## src/crc_pkg.sv

```systemverilog
// Package for the CRC result control block: register map, field layout, carriers and the byte lane decoder.
// Assumes a single 8-bit special function register bus on the system clock.
package crc_pkg;
   localparam int unsigned CRC_SFR_W = 8;
   localparam logic [7:0] CRC_CTRL_ADDR = 8'h92;
   localparam logic [7:0] CRC_DATA_ADDR = 8'h91;
   localparam logic [7:0] CRC_CTRL_RESET = 8'h00;
   localparam int unsigned CRC_SEL_BIT = 4;
   localparam int unsigned CRC_INIT_BIT = 3;
   localparam int unsigned CRC_VAL_BIT = 2;
   localparam int unsigned CRC_PTR_MSB = 1;
   localparam int unsigned CRC_PTR_LSB = 0;
   localparam logic [2:0] CRC_UNUSED_READ = 3'h0;
   localparam logic [15:0] CRC_POLY16 = 16'h1021;
   localparam logic [31:0] CRC_PRESET_ZEROS = 32'h0000_0000;
   localparam logic [31:0] CRC_PRESET_ONES = 32'hffff_ffff;
   localparam logic [1:0] CRC_PTR_STEP = 2'h1;
   localparam logic [1:0] CRC_LANE_LOW = 2'h0;
   localparam logic [1:0] CRC_LANE_HIGH16 = 2'h1;

   typedef struct packed {
      logic [7:0] addr;
      logic wr;
      logic rd;
      logic [7:0] wdata;
   } crc_sfr_req_s;

   typedef struct packed {
      logic valid;
      logic [7:0] data;
   } crc_feed_s;

   // Maps the byte pointer to a result byte lane for the selected result length.
   function automatic logic [1:0] crc_lane(input logic [1:0] ptr, input logic sel16);
      if (!sel16) begin
         crc_lane = ptr;
      end else if (ptr[0]) begin
         crc_lane = CRC_LANE_HIGH16;
      end else begin
         crc_lane = CRC_LANE_LOW;
      end
   endfunction : crc_lane
endpackage : crc_pkg

```

## src/crc_step.sv

```systemverilog
// Combinational CRC update of one input byte, most significant bit first.
// Assumes the caller registers the result; the upper half is held unchanged in 16-bit mode.
`timescale 1ns/1ps
`default_nettype none
module crc_step #(
   parameter logic [31:0] POLY32 = 32'h0000_0001
) (
   input wire logic [31:0] crc_in,
   input wire logic [7:0] data,
   input wire logic sel16,
   output logic [31:0] crc_out
);
   import crc_pkg::*;

   always_comb begin
      logic [31:0] c32;
      logic [15:0] c16;
      logic fb;
      c32 = crc_in;
      c16 = crc_in[15:0];
      fb = 1'b0;
      for (int i = 7; i >= 0; i--) begin
         fb = c32[31] ^ data[i];
         c32 = {c32[30:0], 1'b0} ^ (fb ? POLY32 : CRC_PRESET_ZEROS);
         fb = c16[15] ^ data[i];
         c16 = {c16[14:0], 1'b0} ^ (fb ? CRC_POLY16 : 16'h0000);
      end
      crc_out = sel16 ? {crc_in[31:16], c16} : c32;
   end
endmodule : crc_step
`default_nettype wire

```

## src/crc_result_control.sv

```systemverilog
// CRC result control: control register, result byte pointer, result data port and byte-wise CRC engine.
// Assumes the processor drives one SFR request per cycle on the system clock and the data feed is on that clock.
`timescale 1ns/1ps
`default_nettype none
module crc_result_control #(
   parameter logic [31:0] POLY32 = 32'h0000_0001
) (
   input wire logic clock,
   input wire logic reset,
   input wire crc_pkg::crc_sfr_req_s sfr_req,
   output logic [7:0] sfr_rdata,
   input wire crc_pkg::crc_feed_s feed,
   output logic [31:0] crc_result
);
   import crc_pkg::*;

   logic sel16_reg;
   logic preset_ones_reg;
   logic [1:0] ptr_reg;
   logic [31:0] result_reg;
   logic [7:0] rdata_reg;
   logic [31:0] step_out;
   logic ctrl_wr;
   logic ctrl_rd;
   logic data_wr;
   logic data_rd;
   logic data_acc;
   logic init_cmd;
   logic [1:0] lane;
   logic [31:0] preset_val;
   logic [31:0] written_val;
   logic [7:0] ctrl_view;

   assign ctrl_wr = sfr_req.wr && (sfr_req.addr == CRC_CTRL_ADDR);
   assign ctrl_rd = sfr_req.rd && (sfr_req.addr == CRC_CTRL_ADDR);
   assign data_wr = sfr_req.wr && (sfr_req.addr == CRC_DATA_ADDR);
   assign data_rd = sfr_req.rd && (sfr_req.addr == CRC_DATA_ADDR);
   assign data_acc = data_wr || data_rd;
   assign init_cmd = ctrl_wr && sfr_req.wdata[CRC_INIT_BIT];
   assign lane = crc_lane(ptr_reg, sel16_reg);
   assign ctrl_view = {CRC_UNUSED_READ, sel16_reg, 1'b0, preset_ones_reg, ptr_reg};

   // The preset value follows the set-value bit written in the same cycle.
   assign preset_val = sfr_req.wdata[CRC_VAL_BIT] ? CRC_PRESET_ONES : CRC_PRESET_ZEROS;

   always_comb begin
      written_val = result_reg;
      written_val[8*lane +: 8] = sfr_req.wdata;
   end

   crc_step #(
      .POLY32(POLY32)
   ) u_step (
      .crc_in(result_reg),
      .data(feed.data),
      .sel16(sel16_reg),
      .crc_out(step_out)
   );

   always_ff @(posedge clock) begin
      if (reset) begin
         sel16_reg <= CRC_CTRL_RESET[CRC_SEL_BIT];
         preset_ones_reg <= CRC_CTRL_RESET[CRC_VAL_BIT];
      end else if (ctrl_wr) begin
         sel16_reg <= sfr_req.wdata[CRC_SEL_BIT];
         preset_ones_reg <= sfr_req.wdata[CRC_VAL_BIT];
      end
   end

   always_ff @(posedge clock) begin
      if (reset) begin
         ptr_reg <= CRC_CTRL_RESET[CRC_PTR_MSB:CRC_PTR_LSB];
      end else if (ctrl_wr) begin
         ptr_reg <= sfr_req.wdata[CRC_PTR_MSB:CRC_PTR_LSB];
      end else if (data_acc) begin
         ptr_reg <= ptr_reg + CRC_PTR_STEP;
      end
   end

   always_ff @(posedge clock) begin
      if (reset) begin
         result_reg <= CRC_PRESET_ZEROS;
      end else if (init_cmd) begin
         result_reg <= preset_val;
      end else if (data_wr) begin
         result_reg <= written_val;
      end else if (feed.valid) begin
         result_reg <= step_out;
      end
   end

   always_ff @(posedge clock) begin
      if (reset) begin
         rdata_reg <= 8'h00;
      end else if (ctrl_rd) begin
         rdata_reg <= ctrl_view;
      end else if (data_rd) begin
         rdata_reg <= result_reg[8*lane +: 8];
      end else begin
         rdata_reg <= 8'h00;
      end
   end

   assign sfr_rdata = rdata_reg;
   assign crc_result = result_reg;

   for (genvar g = 0; g < $bits(result_reg) / CRC_SFR_W; g++) begin : g_lane32

   end
endmodule : crc_result_control
`default_nettype wire

```

## config.mk

```make
export PLATFORM = sky130hd
export DESIGN_NAME = crc_result_control
export DESIGN_NICKNAME = d
export VERILOG_FILES = /design/src/crc_pkg.sv /design/src/crc_step.sv /design/src/crc_result_control.sv
export SDC_FILE = /design/constraint.sdc
export NUM_CORES = 1
export LEC_CHECK = 0
export BUFFER_PORTS_ARGS = -buffer_cell sky130_fd_sc_hd__buf_2
export CAP_MARGIN = 20
export CORE_UTILIZATION = 52
export CTS_CLUSTER_DIAMETER = 50
export DETAILED_ROUTE_END_ITERATION = 6
export PLACE_DENSITY = 0.85
export SYNTH_ARGS = -nofsm -noshare
export SYNTH_HDL_FRONTEND = slang
export SYNTH_SLANG_ARGS = --single-unit
```

## constraint.sdc

```tcl
create_clock -name clock -period 6.6 [get_ports clock]
set_input_delay 0.99 -clock clock [delete_from_list [all_inputs] [get_ports clock]]
set_output_delay 0.99 -clock clock [all_outputs]
set_load 0.005 [all_outputs]
```

==> results.yml, run 1 <==
status:
  status: "finished, final reports clean"
timing:
  period_share: 0.496
  tightest_slew_ns: 1.07
  period_minus_slack_ns: 3.27
  finalHoldViolCount: 0
  finalMaxSlewViolations: 0
  clock_skew_ns: 0.0117
  fmax_mhz: 306
  setup_viol: 0
  relSlewSlack: 0.280
  rsz0062_at_grt: "no"
  tns_ns: 0
worst_setup_path:
  rrSetupSlack_ns: 3.33
  required_ns: 6.83
  crit_end: "crc_result[3]$_SDFFE_PP0P_"
  timing.rr.end: "crc_result[3]$_SDFFE_PP0P_"
  start_kind: "register"
  cp-startpoint: "sel16_reg$_SDFFE_PP0N_"
  cp-end-kind: "register"
  cp_data_arrival_time_ns: 3.51
  reg2reg_depth: 8
  crit_type: "register to register"
  crit_fanout: 19
  r2r-start: "sel16_reg$_SDFFE_PP0N_"
global_routing:
  grt_pass1_wl_um: 15500
  antenna_found_initial: 0
  grt_pass1_vias: 2916
  overflow: 0
  grt_start_max_net_pins: 23
  grt_usage: 0.333
detailed_routing:
  drc: 0
  wire_per_inst_um: 20.9
  dr.first_iter.drc_count: 465
  first_pass_iters: 6
  viasPerCell: 6.73
  antenna_left: 0
  vias: 3231
  routed_wl_um: 10000
clocking:
  cts_made_buffers: 5
  cts_root_buffer: "clkbuf_8"
  clkSinkCount: 44
  cts_tree: "yes"
  cts_resized: 0
  postCtsSetupBuffers: 0
  cts_buffer_depth: 2
  h-tree-depth: 2
  clkTransAtPathRegs_ns: 0.09
  clk_latency_ns: 0.30
  ctsHoldBuffers: 0
power_and_ir_drop:
  power_leakage_uw: 0.00144
  total_power_uw: 605
  peakVddDrop_mv: 0.120
  powerDensity_mw_per_mm2: 173
synth:
  yosysSeqAreaShare: 0.286
  netlist_instances: 355
  yosysTopAreaCellShare: 0.286
  syn_nets: 389
  synth_compound_area_frac: 0.275
  synth-simple-area-share: 0.179
  synth_edf_count: 0
  synth_adder_area_share: 0.0203
  yosysUniqueCellTypes: 57
  asyncSetResetFlopFracSynth: 0
  yosys_register_bits: 44
  syn_area_per_cell_um2: 8.66
  syn_area_mm2: 0.00308
  synth_xor_area_frac: 0.111
  ys_top_cells_by_area: "dfxtp_1 (29%), o21ai_0 (7.0%), a21oi_1 (5.2%)"
  yosysTopAreaCell: "dfxtp_1"
  synth_flop_cell: "dfxtp_1"
  synth_top_family_by_area: "compound AO/OA/AOI/OAI gates"
  yosys_warnings: 0
  synth_mux_area_frac: 0.0810
placement:
  portBuffers: 68
  dp_hpwl_um: 7470
  gp_congestion: 1.03
  placed_area_mm2: 0.00340
die:
  dieHeight_um: 78.9
  core_region_area_mm2: 0.00561
  initial_utilization: 0.548
  rows: 27
  dieArea_mm2: 0.00623
  dieWidth_um: 78.9
  io_pins: 69
layout:
  final_layout_size_suffix_gt1_frac: 0.223
  n_antenna_cell: 0
  nFillCells: 535
  largest_reg_flops: 32
  fin_area_mm2: 0.00350
  area_growth_pct: 13.8
  nets: 441
worst_hold_path:
  hold_path.startpoint: "preset_ones_reg$_SDFFE_PP0N_"
  hold_class: "register to register"
run:
  drv_cap: 0
## kinds of logic (layout without fill, tap and decap cells)
group | Yosys count | count (layout)
muxes | 16 | 16
adders and majority gates | 5 | 5
and+or+nand+nor | 100 | 100
buffers and inverters | 33 | 86
xor gates and xnor gates | 26 | 26
AOI/OAI and AO/OA | 131 | 131
DFF | 44 | 44
## cell usage in the layout, fill, tap and decap left out, types with 9 or more instances in the layout
cell type,netlist,final
xnor2_1,12,12
and3_1,14,14
a21oi_1,32,32
nand2_1,19,19
dfxtp_1,44,44
o21ai_0,43,43
buf_2,3,68
inv_1,9,9
nor2_1,22,22
## critical path, stage by stage (launching register included)
cell and delay [ns]:
dfxtp_1 0.32, buf_4 0.26, nand2b_1 0.67, ha_1 0.45
nand4bb_1 0.27, nor4_2 0.73, a21oi_1 0.18, a21boi_0 0.16
o2bb2ai_1 0.16
## report_power, final
part | switching (uW) | internal (uW)
combinational | 66.0 | 61.3
clock | 95.9 | 85.3
sequential | 19.7 | 277
total | 182 | 424
## metrics by stage
step           setup slack, ns  hold WS (ns)  utilization  std cells
2_1_floorplan             4.01         0.449            -        355
3_3_place_gp              3.21         0.479        0.607        472
3_5_place_dp              3.24         0.483        0.607        472
4_1_cts                   3.45         0.505        0.624        480
5_1_grt                   3.05         0.533        0.624        480
6_report                  3.33         0.511        0.624        480
## worst min path at each step
stage | endpoint | cells past startpoint
2_1_floorplan | sfr_rdata[2]$_SDFF_PP0_ | 1
3_3_place_gp | sfr_rdata[2]$_SDFF_PP0_ | 1
3_5_place_dp | sfr_rdata[2]$_SDFF_PP0_ | 1
4_1_cts | sfr_rdata[2]$_SDFF_PP0_ | 1
5_1_grt | sfr_rdata[2]$_SDFF_PP0_ | 1
6_report | sfr_rdata[2]$_SDFF_PP0_ | 1
## layer usage
| metal | track usage | share of wire |
|---|---|---|
| met1 | 0.456 | 0.40 |
| met2 | 0.502 | 0.45 |
| met3 | 0.0701 | 0.12 |
| met4 | 0.149 | 0.039 |
| met5 | 0 | 0 |
## Yosys cell counts (6+ instances only)
library cell / n
a211oi_1: 7
a21oi_1: 32
a22oi_1: 7
and3_1: 14
clkbuf_1: 18
dfxtp_1: 44
inv_1: 9
mux2i_1: 8
mux4_2: 7
nand2_1: 19
nand3_1: 6
nor2_1: 22
nor3_1: 8
o21ai_0: 43
xnor2_1: 12
xor2_1: 6
## cell type report
type | count | area [um2] | share of cell area
tap | 72 | 90.1 | 0.0258
clock inverter | 1 | 7.51 | 0.00215
clock buffer | 7 | 86.3 | 0.0247
inverter | 9 | 33.8 | 0.00966
multi-input combinational | 278 | 2050 | 0.587
timing repair buffer | 69 | 348 | 0.0994
sequential | 44 | 881 | 0.252
No activity file was read; power rests on OpenSTA's default activity.
==> inputs of run 2 (changes only) <==
--- a/config.mk
+++ b/config.mk
@@ -5,12 +5,13 @@
 export SDC_FILE = /design/constraint.sdc
 export NUM_CORES = 1
 export LEC_CHECK = 0
+export ABC_AREA = 1
 export BUFFER_PORTS_ARGS = -buffer_cell sky130_fd_sc_hd__buf_2
 export CAP_MARGIN = 20
-export CORE_UTILIZATION = 52
+export CORE_UTILIZATION = 51
 export CTS_CLUSTER_DIAMETER = 50
 export DETAILED_ROUTE_END_ITERATION = 6
-export PLACE_DENSITY = 0.85
+export PLACE_DENSITY = 0.86
 export SYNTH_ARGS = -nofsm -noshare
 export SYNTH_HDL_FRONTEND = slang
 export SYNTH_SLANG_ARGS = --single-unit
==> constraint.sdc (replaced) <==
create_clock -name clock -period 2.7 [get_ports clock]
set_input_delay 0.405 -clock clock [delete_from_list [all_inputs] [get_ports clock]]
set_output_delay 0.405 -clock clock [all_outputs]
set_load 0.005 [all_outputs]
==> results.yml, run 2 <==
layout:
  fin_cells: 728
  n_antenna_cell: 0
  final_common_cell: "nand2_1"
  nets: 684
  largest_reg_flops: 32
  final_layout_size_suffix_gt1_frac: 0.186
  area_growth_pct: 14.3
  most-common-layout-cells: "nand2_1 (199), nand3_1 (71), buf_2 (68)"
detailed_routing:
  viasPerCell: 5.69
  wire_per_inst_um: 15.7
  antenna_left: 0
  vias: 4142
  routed_wl_um: 11400
  drc: 8
  dr.first_iter.drc_count: 534
  first_pass_iters: 7
timing:
  tightest_slew_ns: 0.692
  setup_viol: 0
  period_share: 0.784
  fmax_mhz: 472
  rsz0062_at_grt: "no"
  finalHoldViolCount: 0
  clock_skew_ns: 0.00948
  finalMaxSlewViolations: 0
  relSlewSlack: 0.538
  period_minus_slack_ns: 2.12
  tns_ns: 0
worst_setup_path:
  crit_type: "register to register"
  slowest_stage: "ha_1"
  required_ns: 2.96
  cp_data_arrival_time_ns: 2.37
  critical_path.max_stage_delay_ns: 0.51
  crit_chain: "nand2_2, ha_1, inv_1, nor2_1, nand3_1, nor2_4, nand3_1, o21ai_0, nor2_1, nor2_1"
  cp_common_cell: "nor2_1"
  crit_fanout: 12
  cp-end-kind: "register"
  start_kind: "register"
  rrSetupSlack_ns: 0.58
die:
  core_region_area_mm2: 0.00642
  rows: 29
  dieHeight_um: 83.9
  dieArea_mm2: 0.00703
  io_pins: 69
  initial_utilization: 0.532
  dieWidth_um: 83.9
global_routing:
  grt_usage: 0.325
  busiest_layer: "met2"
  grt_pass1_wl_um: 18000
  gr-usage-met2: 0.528
  grt_start_max_net_pins: 38
  gr-usage-met1: 0.434
  overflow: 0
  grt_pass1_vias: 3562
  antenna_found_initial: 0
  use_met3: 0.0534
run:
  drv_cap: 0
synth:
  ys_top_cells_by_area: "dfxtp_1 (26%), nand2_1 (22%), nand3_1 (10%)"
  synth_flop_cell: "dfxtp_1"
  synth.cells.most_frequent: "nand2_1 (199), nand3_1 (71), nor2_1 (58)"
  yosys_warnings: 0
  netlist_instances: 589
  syn_nets: 623
  yosys_register_bits: 44
  asyncSetResetFlopFracSynth: 0
  syn_area_mm2: 0.00342
  yosysUniqueCellTypes: 33
  yosysTopAreaCellShare: 0.258
  synth_edf_count: 0
  yosysMostFrequentCell: "nand2_1"
  yosysSeqAreaShare: 0.258
  yosysTopAreaCell: "dfxtp_1"
  syn_area_per_cell_um2: 5.80
clocking:
  clkTransAtPathRegs_ns: 0.09
  cts_tree: "yes"
  postCtsSetupBuffers: 0
  cts_resized: 0
  cts_made_buffers: 5
  h-tree-depth: 2
  clk_latency_ns: 0.32
  ctsHoldBuffers: 0
  cts_buffer_depth: 2
  cts_root_buffer: "clkbuf_8"
  clkSinkCount: 44
status:
  status: "finished with violations"
  failed_checks: "DRC"
power_and_ir_drop:
  peakVddDrop_mv: 0.257
  power_leakage_uw: 0.00205
  powerDensity_mw_per_mm2: 396
placement:
  gp_congestion: 0.972
  portBuffers: 68
  dp.cells: 720
  dp_hpwl_um: 8550
worst_hold_path:
  hold_class: "input pin to register"
==> run 2: changes by cell type after synthesis, sizes merged, moves of 7 or more <==
cell,delta
a21oi,+13
clkbuf,-10
nor2,+49
xnor2,-10
o21ai,-9
mux2i,-8
a211oi,-9
inv,+54
nand2,+188
and3,-14
nand3,+70
a22oi,-7
buf,+8
mux4,-7
==> run 2: cells by family after synthesis <==
group	count (synthesis)	share of synthesized area
AOI/OAI and AO/OA	85	0.136
DFF	44	0.258
xor gates and xnor gates	2	0.00513
adders and majority gates	5	0.0183
and+or+nand+nor	367	0.481
buffers and inverters	86	0.101
==> run 2: cell type report <==
class	count	area (um2)
clock buffers	6	82.6
clock inverters	2	15.0
fillers	635	2520
inverters	64	240
multi-input cells	459	2190
flip-flops and latches	44	881
well taps	77	96.3
repair buffers	76	400
==> run 2: through the flow <==
| step | instance area, um2 | power [uW] | hold WS [ns] | utilization | setup slack [ns] |
|---|---|---|---|---|---|
| 4_1_cts | 3910 | 1540 | 0.327 | 0.608 | 0.625 |
| 3_5_place_dp | 3810 | 1090 | 0.470 | 0.593 | 0.585 |
| 3_3_place_gp | 3810 | 1080 | 0.453 | 0.593 | 0.603 |
| 5_1_grt | 3910 | 1620 | 0.339 | 0.608 | 0.369 |
| 6_report | 3910 | 1550 | 0.326 | 0.608 | 0.582 |
| 2_1_floorplan | 3420 | 948 | 0.439 | - | 0.524 |
==> run 2: worst max-delay path, delay by kind of cell, from the launching register on <==
kind,cells,cell delay (ns)
AND/OR/NAND/NOR,7,0.94
AO/OA/AOI/OAI,1,0.10
adder cells (fa/ha/maj),1,0.51
buffers and inverters,1,0.10
flip-flops,1,0.38
==> run 2: final timing paths <==
check | start | end | depth (start not counted)
worst min-delay path | reset | preset_ones_reg$_SDFFE_PP0N_ | 2
worst min register to register | preset_ones_reg$_SDFFE_PP0N_ | preset_ones_reg$_SDFFE_PP0N_ | 2
worst max-delay path | ptr_reg[1]$_SDFFE_PP0P_ | crc_result[16]$_SDFFE_PP0P_ | 10
worst max register to register | ptr_reg[1]$_SDFFE_PP0P_ | crc_result[16]$_SDFFE_PP0P_ | 10
==> run 2: metal layers <==
| metal | share of wire | vias up |
|---|---|---|
| met5 | 0 | - |
| met4 | 0.026 | 0 |
| met1 | 0.41 | 1871 |
| met3 | 0.11 | 31 |
| li1 | - | 2007 |
| met2 | 0.46 | 233 |
==> run 2: where the power goes <==
part           internal, uW  switching, uW
logic                   131            225
clock network           208            259
registers               684           41.7
